File: config.mk
export PLATFORM = sky130hd
export DESIGN_NAME = cia_core
export DESIGN_NICKNAME = d
export VERILOG_FILES = /design/src/design/cia_pkg.sv /design/src/design/cia_core.sv
export SDC_FILE = /design/constraint.sdc
export NUM_CORES = 1
export LEC_CHECK = 0
export BUFFER_PORTS_ARGS = -buffer_cell sky130_fd_sc_hd__buf_2
export CORE_MARGIN = 2
export CORE_UTILIZATION = 30
export DETAILED_ROUTE_END_ITERATION = 6
export HOLD_SLACK_MARGIN = 0.03
export PLACE_DENSITY = 0.51
export SETUP_SLACK_MARGIN = 0.4
export SYNTH_ARGS = -nofsm -noshare
export SYNTH_HDL_FRONTEND = slang
export SYNTH_SLANG_ARGS = --single-unit
File: constraint.sdc
create_clock -name I_REF_CLK -period 4.7 [get_ports I_REF_CLK]
set_input_delay 0.705 -clock I_REF_CLK [delete_from_list [all_inputs] [get_ports I_REF_CLK]]
set_output_delay 0.705 -clock I_REF_CLK [all_outputs]
set_load 0.05 [all_outputs]
File: src/design/cia_pkg.sv
// package: constants for the cpu control and 16-bit arithmetic block
// assumes: single clock, opcodes fed one byte per machine cycle
package cia_pkg;
    localparam logic [7:0]  OP_IDLE    = 8'h00;
    localparam logic [7:0]  OP_HALT    = 8'h76;
    localparam logic [7:0]  OP_DIS     = 8'hF3;
    localparam logic [7:0]  OP_ENA     = 8'hFB;
    localparam logic [7:0]  PFX_ED     = 8'hED;
    localparam logic [7:0]  PFX_DD     = 8'hDD;
    localparam logic [7:0]  OP_MODE0   = 8'h46;
    localparam logic [7:0]  OP_MODE1   = 8'h56;
    localparam logic [7:0]  OP_MODE2   = 8'h5E;
    localparam logic [7:0]  MASK_PAIR  = 8'hCF;
    localparam logic [7:0]  OP_ADD16   = 8'h09;
    localparam logic [7:0]  OP_ADC16   = 8'h4A;
    localparam logic [7:0]  OP_SWB16   = 8'h42;
    localparam logic [15:0] RST_VECTOR = 16'h0038;
    localparam logic [1:0]  SEL_FIRST  = 2'b00;
    localparam logic [1:0]  SEL_SECOND = 2'b01;
    localparam logic [1:0]  SEL_MAIN   = 2'b10;
    localparam logic [1:0]  SEL_STACK  = 2'b11;
    localparam int          T_PER_M    = 4;
    localparam logic [1:0]  T_LAST     = 2'(T_PER_M - 1);
    localparam int          FLG_C      = 0;
    localparam int          FLG_N      = 1;
    localparam int          FLG_PV     = 2;
    localparam int          FLG_H      = 4;
    localparam int          FLG_Z      = 6;
    localparam int          FLG_S      = 7;
    localparam logic [7:0]  FLAGS_RST  = 8'h00;
    localparam logic [15:0] PAIR_RST   = 16'h0000;
    typedef enum logic [1:0] {
        MODE_ZERO = 2'b00,
        MODE_ONE  = 2'b01,
        MODE_TWO  = 2'b10
    } cia_mode_t;
    typedef enum logic [1:0] {
        ST_FETCH = 2'b00,
        ST_ED    = 2'b01,
        ST_DD    = 2'b10,
        ST_HALT  = 2'b11
    } cia_state_t;
endpackage : cia_pkg

File: src/design/cia_core.sv
// module: decode/execute of cpu control and 16-bit add group
// assumes: opcode byte on I_OPCODE sampled at the last t state of each
// machine cycle; I_IRQ_B comes from outside the clock domain
// Function
// - opcode 00 does nothing, flags kept, one 4-state cycle
// - opcode 76 halts until interrupt or reset, flags kept
// - halted core keeps issuing idle cycles for refresh
// - opcode F3 clears both enable flops in one 4-state cycle
// - with enables cleared the request pin is ignored
// - opcode FB sets both enable flops
// - no acceptance during FB nor the instruction after it
// - ED 46 picks mode zero; device supplies instruction bytes
// - ED 56 picks mode one; restart to 0038h
// - ED 5E picks mode two; vector forms pointer low byte
// - mode two reads table entry then calls indirectly
// - add selected pair to main pair; selector 00,01,10,11
// - plain 16-bit add keeps S Z PV, H C from result, clears N
// - ED add-with-carry: main plus pair plus carry
// - adc flags: S Z H PV C from result, N cleared
// - ED subtract-with-borrow: main minus pair minus carry
// - borrow-subtract flags: S Z, H borrow bit 12, PV, C, N set
// - DD add to first index; code 10 means index itself
`timescale 1ns/1ps
module cia_core (
    input  wire logic        I_REF_CLK,
    input  wire logic        I_RST_B,
    input  wire logic [7:0]  I_OPCODE,
    input  wire logic        I_IRQ_B,
    input  wire logic [7:0]  I_VECTOR,
    input  wire logic [7:0]  I_VEC_BASE,
    input  wire logic [15:0] I_FIRST_PAIR,
    input  wire logic [15:0] I_SECOND_PAIR,
    input  wire logic [15:0] I_STACK_PTR,
    output logic [15:0]      O_MAIN_PAIR,
    output logic [15:0]      O_INDEX_REG,
    output logic [7:0]       O_FLAGS,
    output logic             O_IRQ_ENABLE_A,
    output logic             O_IRQ_ENABLE_B,
    output logic [1:0]       O_IRQ_MODE,
    output logic             O_HALTED,
    output logic             O_M1_END,
    output logic             O_IRQ_ACK,
    output logic [15:0]      O_IRQ_TARGET,
    output logic             O_TABLE_READ
);
    ////////////////////////////////////////////////////////////////////
    // registers
    logic [1:0]            t_cnt_ff;
    cia_pkg::cia_state_t   state_ff;
    logic [15:0]           main_pair_ff;
    logic [15:0]           first_index_register_ff;
    logic [7:0]            flags_ff;
    logic                  irq_enable_flop_a_ff;
    logic                  irq_enable_flop_b_ff;
    logic                  ena_delay_ff;
    logic [1:0]            mode_ff;
    logic                  m1_end_ff;
    logic                  ack_ff;
    logic [15:0]           target_ff;
    logic                  table_rd_ff;
    logic [1:0]            irq_sync_ff;
    logic                  halted_ff;

    ////////////////////////////////////////////////////////////////////
    // decode
    function automatic logic [15:0] pick_pair(input logic [1:0] sel,
                                              input logic [15:0] own,
                                              input logic [15:0] p1,
                                              input logic [15:0] p2,
                                              input logic [15:0] sp);
        unique case (sel)
            cia_pkg::SEL_FIRST:  pick_pair = p1;
            cia_pkg::SEL_SECOND: pick_pair = p2;
            cia_pkg::SEL_MAIN:   pick_pair = own;
            cia_pkg::SEL_STACK:  pick_pair = sp;
        endcase
    endfunction : pick_pair

    wire        m_end    = (t_cnt_ff == cia_pkg::T_LAST);
    wire        irq_req  = ~irq_sync_ff[1];
    wire [1:0]  index_pair_selector = I_OPCODE[5:4];
    wire        is_pair_op = (I_OPCODE & cia_pkg::MASK_PAIR)
                           == cia_pkg::OP_ADD16;
    wire        is_adc   = (I_OPCODE & cia_pkg::MASK_PAIR)
                           == cia_pkg::OP_ADC16;
    wire        is_swb   = (I_OPCODE & cia_pkg::MASK_PAIR)
                           == cia_pkg::OP_SWB16;
    wire [15:0] opnd_main = pick_pair(index_pair_selector, main_pair_ff,
                          I_FIRST_PAIR, I_SECOND_PAIR, I_STACK_PTR);
    wire [15:0] opnd_idx  = pick_pair(index_pair_selector,
                          first_index_register_ff, I_FIRST_PAIR,
                          I_SECOND_PAIR, I_STACK_PTR);
    wire        carry_flag = flags_ff[cia_pkg::FLG_C];
    wire [16:0] add_main = {1'b0, main_pair_ff} + {1'b0, opnd_main};
    wire [12:0] add_main_lo = {1'b0, main_pair_ff[11:0]}
                            + {1'b0, opnd_main[11:0]};
    wire [16:0] add_idx  = {1'b0, first_index_register_ff}
                         + {1'b0, opnd_idx};
    wire [12:0] add_idx_lo = {1'b0, first_index_register_ff[11:0]}
                           + {1'b0, opnd_idx[11:0]};
    wire [16:0] adc_sum  = add_main + {16'h0000, carry_flag};
    wire [12:0] adc_lo   = add_main_lo + {12'h000, carry_flag};
    wire [16:0] swb_dif  = {1'b0, main_pair_ff} - {1'b0, opnd_main}
                         - {16'h0000, carry_flag};
    wire [12:0] swb_lo   = {1'b0, main_pair_ff[11:0]}
                         - {1'b0, opnd_main[11:0]}
                         - {12'h000, carry_flag};
    wire        adc_ovf  = (main_pair_ff[15] == opnd_main[15])
                         && (adc_sum[15] != main_pair_ff[15]);
    wire        swb_ovf  = (main_pair_ff[15] != opnd_main[15])
                         && (swb_dif[15] != main_pair_ff[15]);
    // accept only at boundary, flop a set, no enable delay
    wire        irq_take = m_end && irq_req && irq_enable_flop_a_ff
                         && !ena_delay_ff
                         && (state_ff inside {cia_pkg::ST_FETCH,
                                              cia_pkg::ST_HALT});

    ////////////////////////////////////////////////////////////////////
    // next-state logic
    cia_pkg::cia_state_t nxt_state;
    logic [15:0] nxt_main;
    logic [15:0] nxt_index;
    logic [7:0]  nxt_flags;
    logic        nxt_en_a;
    logic        nxt_en_b;
    logic        nxt_delay;
    logic [1:0]  nxt_mode;

    always_comb begin
        nxt_state = state_ff;
        nxt_main  = main_pair_ff;
        nxt_index = first_index_register_ff;
        nxt_flags = flags_ff;
        nxt_en_a  = irq_enable_flop_a_ff;
        nxt_en_b  = irq_enable_flop_b_ff;
        nxt_delay = ena_delay_ff;
        nxt_mode  = mode_ff;
        if (m_end) begin
            // the delay lasts through the instruction after enable
            if (state_ff == cia_pkg::ST_FETCH) begin
                nxt_delay = 1'b0;
            end
            if (irq_take) begin
                nxt_state = cia_pkg::ST_FETCH;
                nxt_en_a  = 1'b0;
                nxt_en_b  = 1'b0;
            end else begin
                unique case (state_ff)
                    cia_pkg::ST_FETCH: begin
                        if (I_OPCODE == cia_pkg::OP_HALT) begin
                            nxt_state = cia_pkg::ST_HALT;
                        end else if (I_OPCODE == cia_pkg::OP_DIS) begin
                            nxt_en_a = 1'b0;
                            nxt_en_b = 1'b0;
                        end else if (I_OPCODE == cia_pkg::OP_ENA) begin
                            nxt_en_a  = 1'b1;
                            nxt_en_b  = 1'b1;
                            nxt_delay = 1'b1;
                        end else if (I_OPCODE == cia_pkg::PFX_ED) begin
                            nxt_state = cia_pkg::ST_ED;
                        end else if (I_OPCODE == cia_pkg::PFX_DD) begin
                            nxt_state = cia_pkg::ST_DD;
                        end else if (is_pair_op) begin
                            nxt_main = add_main[15:0];
                            nxt_flags[cia_pkg::FLG_H] = add_main_lo[12];
                            nxt_flags[cia_pkg::FLG_C] = add_main[16];
                            nxt_flags[cia_pkg::FLG_N] = 1'b0;
                        end
                        // opcode 00 and the rest change nothing
                    end
                    cia_pkg::ST_ED: begin
                        nxt_state = cia_pkg::ST_FETCH;
                        if (I_OPCODE == cia_pkg::OP_MODE0) begin
                            nxt_mode = cia_pkg::MODE_ZERO;
                        end else if (I_OPCODE == cia_pkg::OP_MODE1) begin
                            nxt_mode = cia_pkg::MODE_ONE;
                        end else if (I_OPCODE == cia_pkg::OP_MODE2) begin
                            nxt_mode = cia_pkg::MODE_TWO;
                        end else if (is_adc) begin
                            nxt_main = adc_sum[15:0];
                            nxt_flags[cia_pkg::FLG_S]  = adc_sum[15];
                            nxt_flags[cia_pkg::FLG_Z]  =
                                (adc_sum[15:0] == 16'h0000);
                            nxt_flags[cia_pkg::FLG_H]  = adc_lo[12];
                            nxt_flags[cia_pkg::FLG_PV] = adc_ovf;
                            nxt_flags[cia_pkg::FLG_C]  = adc_sum[16];
                            nxt_flags[cia_pkg::FLG_N]  = 1'b0;
                        end else if (is_swb) begin
                            nxt_main = swb_dif[15:0];
                            nxt_flags[cia_pkg::FLG_S]  = swb_dif[15];
                            nxt_flags[cia_pkg::FLG_Z]  =
                                (swb_dif[15:0] == 16'h0000);
                            nxt_flags[cia_pkg::FLG_H]  = swb_lo[12];
                            nxt_flags[cia_pkg::FLG_PV] = swb_ovf;
                            nxt_flags[cia_pkg::FLG_C]  = swb_dif[16];
                            nxt_flags[cia_pkg::FLG_N]  = 1'b1;
                        end
                    end
                    cia_pkg::ST_DD: begin
                        nxt_state = cia_pkg::ST_FETCH;
                        if (is_pair_op) begin
                            nxt_index = add_idx[15:0];
                            nxt_flags[cia_pkg::FLG_H] = add_idx_lo[12];
                            nxt_flags[cia_pkg::FLG_C] = add_idx[16];
                            nxt_flags[cia_pkg::FLG_N] = 1'b0;
                        end
                    end
                    cia_pkg::ST_HALT: begin
                        nxt_state = cia_pkg::ST_HALT;
                    end
                endcase
            end
        end
    end

    // interrupt target per mode; mode zero takes the device byte
    logic [15:0] nxt_target;
    always_comb begin
        unique case (mode_ff)
            cia_pkg::MODE_ONE: nxt_target = cia_pkg::RST_VECTOR;
            cia_pkg::MODE_TWO: nxt_target = {I_VEC_BASE, I_VECTOR};
            default:           nxt_target = {8'h00, I_VECTOR};
        endcase
    end

    ////////////////////////////////////////////////////////////////////
    // flip-flops
    always_ff @(posedge I_REF_CLK or negedge I_RST_B) begin
        if (!I_RST_B) begin
            irq_sync_ff <= 2'b11;
        end else begin
            irq_sync_ff <= {irq_sync_ff[0], I_IRQ_B};
        end
    end

    always_ff @(posedge I_REF_CLK or negedge I_RST_B) begin
        if (!I_RST_B) begin
            t_cnt_ff                <= 2'b00;
            state_ff                <= cia_pkg::ST_FETCH;
            main_pair_ff            <= cia_pkg::PAIR_RST;
            first_index_register_ff <= cia_pkg::PAIR_RST;
            flags_ff                <= cia_pkg::FLAGS_RST;
            irq_enable_flop_a_ff    <= 1'b0;
            irq_enable_flop_b_ff    <= 1'b0;
            ena_delay_ff            <= 1'b0;
            mode_ff                 <= cia_pkg::MODE_ZERO;
        end else begin
            t_cnt_ff                <= t_cnt_ff + 2'b01;
            state_ff                <= nxt_state;
            main_pair_ff            <= nxt_main;
            first_index_register_ff <= nxt_index;
            flags_ff                <= nxt_flags;
            irq_enable_flop_a_ff    <= nxt_en_a;
            irq_enable_flop_b_ff    <= nxt_en_b;
            ena_delay_ff            <= nxt_delay;
            mode_ff                 <= nxt_mode;
        end
    end

    always_ff @(posedge I_REF_CLK or negedge I_RST_B) begin
        if (!I_RST_B) begin
            m1_end_ff   <= 1'b0;
            ack_ff      <= 1'b0;
            target_ff   <= cia_pkg::PAIR_RST;
            table_rd_ff <= 1'b0;
            halted_ff   <= 1'b0;
        end else begin
            m1_end_ff   <= m_end;
            ack_ff      <= irq_take;
            halted_ff   <= (nxt_state == cia_pkg::ST_HALT);
            table_rd_ff <= irq_take
                           && (mode_ff == cia_pkg::MODE_TWO);
            if (irq_take) begin
                target_ff <= nxt_target;
            end
        end
    end

    assign O_MAIN_PAIR    = main_pair_ff;
    assign O_INDEX_REG    = first_index_register_ff;
    assign O_FLAGS        = flags_ff;
    assign O_IRQ_ENABLE_A = irq_enable_flop_a_ff;
    assign O_IRQ_ENABLE_B = irq_enable_flop_b_ff;
    assign O_IRQ_MODE     = mode_ff;
    assign O_HALTED       = halted_ff;
    assign O_M1_END       = m1_end_ff;
    assign O_IRQ_ACK      = ack_ff;
    assign O_IRQ_TARGET   = target_ff;
    assign O_TABLE_READ   = table_rd_ff;
endmodule : cia_core

==> flow_metrics.py, run 1 <==
metrics = {
    "min_path": {
        "hold_class": "register to register",
    },
    "floorplan": {
        "initial_utilization_pct": 30.4,
        "die_y_microns": 158,
        "io_pins": 139,
        "core_area_sq_um": 23300,
        "die_w_microns": 158,
        "die_area_sq_um": 24900,
        "rows": 56,
    },
    "clock_tree": {
        "cts_tree": "yes",
        "cts_buffers": 9,
        "htreeDepth": 3,
        "insertion_delay_ns": 0.34,
        "cts-root-buf": "clkbuf_16",
        "cts_buffer_depth": 2,
        "cts.clk_slew.worst_paths_ns": 0.06,
        "cts.sinks": 68,
    },
    "run_status": {
        "status": "finished, final reports clean",
    },
    "global_routing": {
        "grt_max_degree": 69,
        "grt.total_usage_pct": 18.6,
        "grt_first_pass_wirelength_microns": 36300,
        "grt_pass1_vias": 6812,
        "overflow": 0,
        "antenna_found_initial": 0,
    },
    "setup_path": {
        "worstReg2RegStart": "O_MAIN_PAIR[1]",
        "r2r_slack_ns": 0.69,
        "critical_path_arrival_ns": 4.38,
        "endpoint_kind": "register",
        "crit_required_ns": 4.94,
        "crit_end": "O_FLAGS[6]",
        "rr_endpoint": "O_FLAGS[2]",
        "cp_max_fo": 19,
        "path_class": "primary input to register",
        "ff2ff_path_depth": 15,
        "start_kind": "primary input",
        "crit_path_start": "I_OPCODE[4]",
    },
    "timing": {
        "worst_pin_slew_ns": 0.921,
        "setup_viol": 0,
        "rsz0062_at_grt": "true",
        "timing.final.crit_share_pct": 87.9,
        "finClkSkew_ns": 0.00625,
        "setup_slack_ns": 0.567,
        "slew_headroom_pct": 38.6,
        "fin_tns_setup_ns": 0,
        "hold_viol_final": 0,
        "period_needed_ns": 4.13,
        "finalMaxSlewViolations": 0,
        "max_freq_ghz": 0.242,
    },
    "yosys": {
        "netlist_top_cells_count": "nand2_1, o21ai_0, a21oi_1",
        "netlist_area_sq_um": 7080,
        "synth_top_cell_area_share_pct": 23.3,
        "synth.largest_area_cell": "dfrtp_1",
        "yosys_warnings": 0,
        "synth_area_leaders": "dfrtp_1, ha_1, o21ai_0",
        "syn_inst": 915,
        "synth_enable_flop_cells": 0,
        "ys_ff_latch": 68,
        "ys_types": 74,
        "synth_top_flop_cell": "dfrtp_1",
        "synth_seq_area_share_pct": 24.1,
        "synth-async-reset-ratio_pct": 100,
        "avgSynthCellArea_sq_um": 7.74,
        "yosysMostFrequentCell": "nand2_1",
    },
    "placed_design": {
        "place.gp.congestion": 0.853,
        "dp_cells": 1421,
        "port_buffers": 136,
        "dp_hpwl_microns": 18400,
        "dp_slack_ns": -0.109,
    },
    "routing": {
        "first_pass_iters": 7,
        "dr.first_iter.drc_count": 376,
        "drcViolationCount": 0,
        "ant_nets": 0,
        "post_drt_wl_per_cell_microns": 16.0,
        "wl_microns": 23100,
        "via_per_inst": 5.07,
        "via_count": 7306,
    },
    "cells_and_area": {
        "syn2layout_area_growth_pct": 29.7,
        "fin_nets": 1269,
        "final_layout_size_suffix_gt1_share_pct": 26.5,
        "register_area_sq_um": 1700,
        "antenna_cells": 0,
        "num-fill-cells": 2403,
        "multi_input_area_sq_um": 5070,
        "fin_cells": 1442,
    },
    "pwr": {
        "p_total_mw": 2.01,
        "ir_worst_vdd_mv": 0.159,
        "power_density_nw_per_um2": 218,
        "p_leak_nw": 4.29,
    },
    "flow_run": {
        "maxCapViolations": 0,
    },
}
==> report_power, final <==
group | internal (mW) | switching [mW]
Combinational | 0.316 | 0.372
Clock | 0.421 | 0.310
Sequential | 0.587 | 0.000281
Total | 1.32 | 0.683
==> placed cells by master (no fill, tap or decap), types with 9 or more instances in the layout <==
master	instances
nor3_1	21
buf_4	102
a221oi_1	9
buf_2	133
a21o_1	14
o211ai_1	9
ha_1	71
nor4_1	12
inv_1	58
nand2_1	94
nor2b_1	22
a211oi_1	19
nand2b_1	23
o31ai_1	14
nor2_1	54
o21ai_0	78
xnor2_1	24
a21oi_1	73
dfrtp_1	66
nand3_1	34
xor2_1	13
nand4_1	9
clkbuf_16	9
o21a_1	10
==> kinds of logic after synthesis <==
logic type,synth area share (%)
simple gates,22.9
buf+inv,6.06
flops,24.1
xor+xnor,4.82
other cells,0.0529
mux,1.32
fa+ha+maj,13.8
compound gates,26.9
==> state kept, by name (all words and copies together), names as in the netlist, named ones only <==
signal and count:
O_INDEX_REG 16, O_M1_END 1, state_ff 2, O_MAIN_PAIR 16, O_IRQ_ACK 1, O_IRQ_ENABLE_B 1, O_IRQ_MODE 2, O_IRQ_TARGET 16
O_TABLE_READ 1, O_FLAGS 6, irq_sync_ff 2, O_HALTED 1, t_cnt_ff 2
==> critical path: stages <==
cell and delay, ns:
buf_6 0.14, buf_4 0.18, a211oi_4 0.23, a21oi_1 0.09
ha_1 0.35, inv_1 0.10, ha_1 0.34, and2_1 0.17
a221o_1 0.37, o21ba_2 0.23, or3_1 0.34, a221oi_2 0.22
o2111ai_1 0.14, or4_1 0.44, o31a_1 0.25, o31ai_1 0.07
==> per-stage QoR <==
stage	util, %	hold slack, ns	instance area [sq um]
after CTS	39.0	0.360	9090
after global routing	39.4	0.360	9190
after global placement	37.6	0.346	8770
after detailed placement	37.6	0.351	8770
after floorplan	-	0.345	7240
final	39.4	0.358	9190
==> how the worst min path moves through the flow <==
stage | startpoint | endpoint | slack [ns] | cells after the start
global placement | irq_sync_ff[0] | irq_sync_ff[1] | 0.35 | 0
finish | irq_sync_ff[0] | irq_sync_ff[1] | 0.36 | 0
floorplan | irq_sync_ff[0] | irq_sync_ff[1] | 0.35 | 0
CTS | irq_sync_ff[0] | irq_sync_ff[1] | 0.36 | 0
detailed placement | irq_sync_ff[0] | irq_sync_ff[1] | 0.35 | 0
global route | irq_sync_ff[0] | irq_sync_ff[1] | 0.36 | 0
==> layer usage <==
layer | part of all wire (%) | GRT usage [%]
met3 | 3.6 | 2.35
met1 | 51 | 27.5
met2 | 43 | 28.0
met4 | 2.0 | 5.32
met5 | 0 | 0
==> cell type report <==
class	instances	share of cell area (%)
clock inverter	7	0.913
sequential	68	18.6
tap	319	4.35
inverter	60	2.45
timing repair buffer	238	16.0
clock buffer	9	2.45
multi-input combinational	741	55.2
==> timing repair <==
action                     CTS  global route
setup endpoints to repair    9            10
cloned                       0             0
pin swaps                    0             4
buffers inserted             1             4
resized for setup            2            16
hold buffers                 0             0
Note: power is estimated with default switching activity, not from simulation.
==> run 2: changes to the inputs <==
--- a/config.mk
+++ b/config.mk
@@ -7,10 +7,10 @@
 export LEC_CHECK = 0
 export BUFFER_PORTS_ARGS = -buffer_cell sky130_fd_sc_hd__buf_2
 export CORE_MARGIN = 2
-export CORE_UTILIZATION = 30
+export CORE_UTILIZATION = 40
 export DETAILED_ROUTE_END_ITERATION = 6
 export HOLD_SLACK_MARGIN = 0.03
-export PLACE_DENSITY = 0.51
+export PLACE_DENSITY = 0.63
 export SETUP_SLACK_MARGIN = 0.4
 export SYNTH_ARGS = -nofsm -noshare
 export SYNTH_HDL_FRONTEND = slang
==> flow_metrics.py, run 2 (synthesis gave the netlist of run 1 again) <==
metrics = {
    "timing": {
        "setup_viol": 0,
        "worst_pin_slew_ns": 0.905,
        "max_freq_ghz": 0.243,
        "hold_viol_final": 0,
        "slew_headroom_pct": 39.7,
        "timing.final.crit_share_pct": 87.6,
        "fin_tns_setup_ns": 0,
        "rsz0062_at_grt": "false",
        "period_needed_ns": 4.11,
        "finClkSkew_ns": 0.00953,
        "hold_slack_ns": 0.358,
        "finalMaxSlewViolations": 0,
    },
    "cells_and_area": {
        "fin_area_sq_um": 8630,
        "num-fill-cells": 1761,
        "fin_nets": 1218,
        "final_layout_size_suffix_gt1_share_pct": 22.4,
        "antenna_cells": 0,
        "mostFrequentLayoutCells": "buf_2, nand2_1, o21ai_0",
        "final_common_cell": "buf_2",
        "syn2layout_area_growth_pct": 21.9,
    },
    "pwr": {
        "power_density_nw_per_um2": 222,
        "p_leak_nw": 4.02,
        "p_total_mw": 1.91,
        "ir_worst_vdd_mv": 0.180,
    },
    "min_path": {
        "hold_class": "register to register",
        "hold_start": "irq_sync_ff[0]",
        "whs_path_depth": 0,
    },
    "setup_path": {
        "cp_slowest_cell": "or4_1",
        "path_class": "primary input to register",
        "crit_path_start": "I_OPCODE[4]",
        "crit_required_ns": 4.95,
        "cp_num_cells": 16,
        "cp_num_buf_inv": 3,
        "critPathMaxStageDelay_ns": 0.42,
        "cp_common_cell": "ha_1",
        "endpoint_kind": "register",
        "ff2ff_path_depth": 14,
        "path_delay_family": "compound AO/OA/AOI/OAI gates",
        "crit_chain": "buf_6 -> buf_4 -> a211oi_2 -> a21oi_1 -> ha_1 -> inv_1 -> ha_1 -> and2_1 -> a221o_1 -> o21ba_2 -> or3_1 -> a221oi_2 -> o2111ai_1 -> or4_1 -> o31a_1 -> o31ai_1",
        "start_kind": "primary input",
        "critical_path_arrival_ns": 4.36,
        "worstReg2RegStart": "O_MAIN_PAIR[4]",
        "cp_max_fo": 23,
    },
    "placed_design": {
        "place_area_sq_um": 8290,
        "place.gp.congestion": 0.925,
        "port_buffers": 136,
        "dp_hpwl_microns": 16800,
    },
    "routing": {
        "topRoutingLayerUsed": "met4",
        "wl_met3_microns": 1300,
        "drcViolationCount": 0,
        "wl_microns": 21300,
        "ant_nets": 0,
        "first_pass_iters": 7,
        "post_drt_wl_per_cell_microns": 16.4,
        "wl_met2_microns": 9200,
        "via_per_inst": 5.51,
        "dr.first_iter.drc_count": 468,
        "via_count": 7141,
        "met1_length_microns": 10400,
    },
    "global_routing": {
        "grt_max_degree": 69,
        "grt_first_pass_wirelength_microns": 33100,
        "overflow": 0,
        "grt.total_usage_pct": 22.4,
        "antenna_found_initial": 0,
        "grt_pass1_vias": 6406,
    },
    "clock_tree": {
        "htreeDepth": 3,
        "insertion_delay_ns": 0.35,
        "cts.clk_slew.worst_paths_ns": 0.07,
        "cts_tree": "yes",
        "cts_buffer_depth": 2,
        "cts.sinks": 68,
        "cts_buffers": 9,
        "cts-root-buf": "clkbuf_16",
    },
    "floorplan": {
        "core_area_sq_um": 17300,
        "die_w_microns": 137,
        "rows": 48,
        "die_area_sq_um": 18800,
        "io_pins": 139,
        "die_y_microns": 137,
        "initial_utilization_pct": 41.0,
    },
    "run_status": {
        "status": "finished, final reports clean",
    },
    "flow_run": {
        "maxCapViolations": 0,
    },
}
[run 2: cell count changes in the layout (fill, tap and decap cells not counted), sizes merged]
cell	delta
clkbuf	+1
buf	-52
[run 2: final cells by class]
cell class	instances	area, sq um	share of cell area (%)
clock buffers	9	225	2.61
clock inverters	7	81.3	0.942
inverters	60	225	2.61
multi-input cells	741	5040	58.4
flip-flops and latches	68	1700	19.7
well taps	225	282	3.26
repair buffers	187	1070	12.5
[run 2: final timing paths]
check                                 end  slack, ns
min                        irq_sync_ff[1]       0.36
min reg2reg                irq_sync_ff[1]       0.36
min in group asynchronous      O_FLAGS[4]       0.49
max                            O_FLAGS[6]       0.59
max in group asynchronous  O_MAIN_PAIR[8]       3.61
max reg2reg                    O_FLAGS[6]       0.79
[run 2: repair_timing]
action	CTS	global route
setup buffers	0	1
resized for setup	0	7
hold buffers	0	0
endpoints found under the setup margin	0	10
[run 2: power by group]
part	leakage (nW)	switching, mW	total, mW	internal [mW]
Combinational	3.06	0.354	0.611	0.256
Clock	0.147	0.296	0.715	0.418
Sequential	0.814	0.000279	0.587	0.587
Total	4.02	0.651	1.91	1.26
[run 2: layer usage]
| layer | vias up | track usage, % |
|---|---|---|
| li1 | 3612 | - |
| met1 | 3303 | 33.5 |
| met2 | 209 | 32.9 |
| met3 | 17 | 4.30 |
| met4 | 0 | 5.38 |
| met5 | - | 0 |
[run 2: worst reg2reg max path, cell delays in order (launching register included)]
cell and delay (ns):
dfrtp_1 0.46, o21ai_0 0.20, a21oi_1 0.12, ha_1 0.33
inv_1 0.08, ha_1 0.33, and2_1 0.20, a221o_1 0.37
o21ba_2 0.24, or3_1 0.33, a221oi_2 0.24, o2111ai_1 0.14
or4_1 0.42, o31a_1 0.26, o31ai_1 0.08
[run 2: metrics by stage]
| stage | instances | worst slack (ns) | util (%) |
|---|---|---|---|
| CTS | 1296 | 0.407 | 49.7 |
| global placement | 1280 | 0.0886 | 47.9 |
| global route | 1297 | 0.394 | 49.9 |
| detailed placement | 1280 | 0.0609 | 47.9 |
| finish | 1297 | 0.585 | 49.9 |
| floorplan | 916 | 0.281 | - |
==> run 3: changes to the inputs <==
--- a/config.mk
+++ b/config.mk
@@ -7,10 +7,10 @@
 export LEC_CHECK = 0
 export BUFFER_PORTS_ARGS = -buffer_cell sky130_fd_sc_hd__buf_2
 export CORE_MARGIN = 2
-export CORE_UTILIZATION = 40
+export CORE_UTILIZATION = 45
 export DETAILED_ROUTE_END_ITERATION = 6
 export HOLD_SLACK_MARGIN = 0.03
-export PLACE_DENSITY = 0.63
+export PLACE_DENSITY = 0.69
 export SETUP_SLACK_MARGIN = 0.4
 export SYNTH_ARGS = -nofsm -noshare
 export SYNTH_HDL_FRONTEND = slang
==> constraint.sdc (replaced) <==
create_clock -name I_REF_CLK -period 4.7 [get_ports I_REF_CLK]
set_input_delay 0.235 -clock I_REF_CLK [delete_from_list [all_inputs] [get_ports I_REF_CLK]]
set_output_delay 0.235 -clock I_REF_CLK [all_outputs]
set_load 0.05 [all_outputs]
==> flow_metrics.py, run 3 (synthesis gave the netlist of run 1 again) <==
metrics = {
    "timing": {
        "worst_pin_slew_ns": 1.03,
        "max_freq_ghz": 0.243,
        "setup_viol": 0,
        "timing.final.crit_share_pct": 87.7,
        "finClkSkew_ns": 0.00377,
        "hold_slack_ns": 0.0947,
        "period_needed_ns": 4.12,
        "fin_tns_setup_ns": 0,
        "hold_viol_final": 0,
        "setup_slack_ns": 0.577,
        "rsz0062_at_grt": "false",
        "finalMaxSlewViolations": 0,
        "slew_headroom_pct": 31.2,
    },
    "pwr": {
        "p_comb_share_pct": 30.2,
        "p_clk_share_pct": 38.4,
        "switching_share_pct": 34.1,
        "power_frac_seq_pct": 31.4,
        "p_leak_nw": 3.89,
        "p_total_mw": 1.87,
        "switchingPower_mw": 0.636,
        "power_density_nw_per_um2": 223,
        "internal-power_mw": 1.23,
        "ir_worst_vdd_mv": 0.185,
    },
    "floorplan": {
        "core_area_sq_um": 15300,
        "die_area_sq_um": 16800,
        "initial_utilization_pct": 46.2,
        "rows": 45,
        "die_y_microns": 129,
        "io_pins": 139,
        "die_w_microns": 129,
    },
    "flow_run": {
        "maxCapViolations": 0,
    },
    "clock_tree": {
        "cts_buffer_depth": 2,
        "cts_buffers": 9,
        "insertion_delay_ns": 0.35,
        "cts.clk_slew.worst_paths_ns": 0.06,
        "htreeDepth": 3,
        "cts_tree": "yes",
        "cts-root-buf": "clkbuf_16",
        "cts.sinks": 68,
    },
    "cells_and_area": {
        "num-fill-cells": 1497,
        "syn2layout_area_growth_pct": 18.1,
        "fin_nets": 1194,
        "register_area_sq_um": 1700,
        "final_common_cell": "buf_2",
        "mostFrequentLayoutCells": "buf_2, nand2_1, o21ai_0",
        "fin_area_sq_um": 8370,
        "utilization_pct": 54.6,
        "multi_input_area_sq_um": 4980,
        "final_layout_size_suffix_gt1_share_pct": 19.7,
        "antenna_cells": 0,
        "fin_cells": 1259,
    },
    "placed_design": {
        "port_buffers": 136,
        "dp_hpwl_microns": 15900,
        "place.gp.congestion": 0.911,
        "dp_cells": 1240,
        "dp_slack_ns": 0.212,
        "place_area_sq_um": 8010,
    },
    "setup_path": {
        "crit_required_ns": 4.99,
        "ff2ff_path_depth": 14,
        "cp_common_cell": "or4_4",
        "rr_endpoint": "O_FLAGS[4]",
        "cp_slowest_cell": "or4_4",
        "path_class": "register to register",
        "crit_chain": "o21ai_0 -> a21oi_1 -> ha_1 -> inv_1 -> fa_1 -> or3_1 -> nand3b_1 -> xnor2_1 -> or4_4 -> or4_4 -> o31a_1 -> o31ai_1 -> o22a_1 -> mux2_2",
        "r2r_slack_ns": 0.58,
        "critical_path_arrival_ns": 4.41,
        "worstReg2RegStart": "O_MAIN_PAIR[0]",
        "endpoint_kind": "register",
        "cp_max_fo": 10,
        "start_kind": "register",
        "critPathMaxStageDelay_ns": 0.61,
    },
    "routing": {
        "via_per_inst": 5.65,
        "drcViolationCount": 0,
        "post_drt_wl_per_cell_microns": 16.2,
        "ant_nets": 0,
        "first_pass_iters": 5,
        "dr.first_iter.drc_count": 691,
        "via_count": 7118,
        "wl_microns": 20300,
    },
    "global_routing": {
        "grt.total_usage_pct": 24.3,
        "antenna_found_initial": 0,
        "grt_first_pass_wirelength_microns": 32500,
        "grt_pass1_vias": 6434,
        "grt_max_degree": 69,
        "overflow": 0,
    },
    "run_status": {
        "status": "finished, final reports clean",
    },
    "min_path": {
        "hold_class": "primary input to asynchronous set/reset pin",
    },
}
-- run 3: cell types whose count changed in the layout (fill, tap and decap cells not counted), sizes merged --
cell,delta
buf,-25
clkinv,-2
clkinvlp,+1
dlygate4sd3,+1
inv,+1
-- run 3: worst max-delay path by stage --
stage                   startpoint    endpoint  slack, ns  cells after the start
CTS                 O_MAIN_PAIR[0]  O_FLAGS[2]       0.52                     14
global placement       I_OPCODE[4]  O_FLAGS[2]       0.37                     15
detailed placement     I_OPCODE[4]  O_FLAGS[2]       0.21                     15
global route        O_MAIN_PAIR[0]  O_FLAGS[4]       0.41                     14
floorplan              I_OPCODE[4]  O_FLAGS[4]       0.43                     17
finish              O_MAIN_PAIR[0]  O_FLAGS[4]       0.58                     14
-- run 3: timing repair --
action / 4_1_cts / 5_1_grt
endpoints found under the hold margin: 1 / 0
setup buffers: 0 / 2
hold buffers: 1 / 0
resized for setup: 0 / 7
setup endpoints to repair: 0 / 10
-- run 3: layout make-up --
class | instances | area share, %
multi-input cells | 741 | 59.5
flip-flops and latches | 68 | 20.4
clock buffers | 9 | 2.69
well taps | 211 | 3.15
inverters | 60 | 2.69
repair buffers | 163 | 10.6
clock inverters | 7 | 0.957
-- run 3: layer usage --
metal / GRT usage (%) / routed length [microns] / vias to the layer above
met2: 35.4 / 8700 / 247
met3: 3.92 / 1340 / 26
li1: - / - / 3573
met4: 7.97 / 435 / 0
met5: 0 / 0 / -
met1: 36.6 / 9860 / 3272
-- run 3: worst max-delay path: cells and delay by family (launching register included) --
family / cells / cell delay, ns
and+or+nand+nor: 4 / 1.59
adders and majority gates: 2 / 0.61
xor gates and xnor gates: 1 / 0.18
buffers and inverters: 1 / 0.06
AOI/OAI and AO/OA: 5 / 1.04
muxes: 1 / 0.13
DFF: 1 / 0.45
-- run 3: power groups by stage --
stage / clock network, mW / registers [mW] / logic, mW
global placement: 0 / 0.598 / 0.546
CTS: 0.732 / 0.587 / 0.551
global route: 0.756 / 0.587 / 0.627
floorplan: 0 / 0.598 / 0.400
finish: 0.717 / 0.587 / 0.565
detailed placement: 0 / 0.598 / 0.548
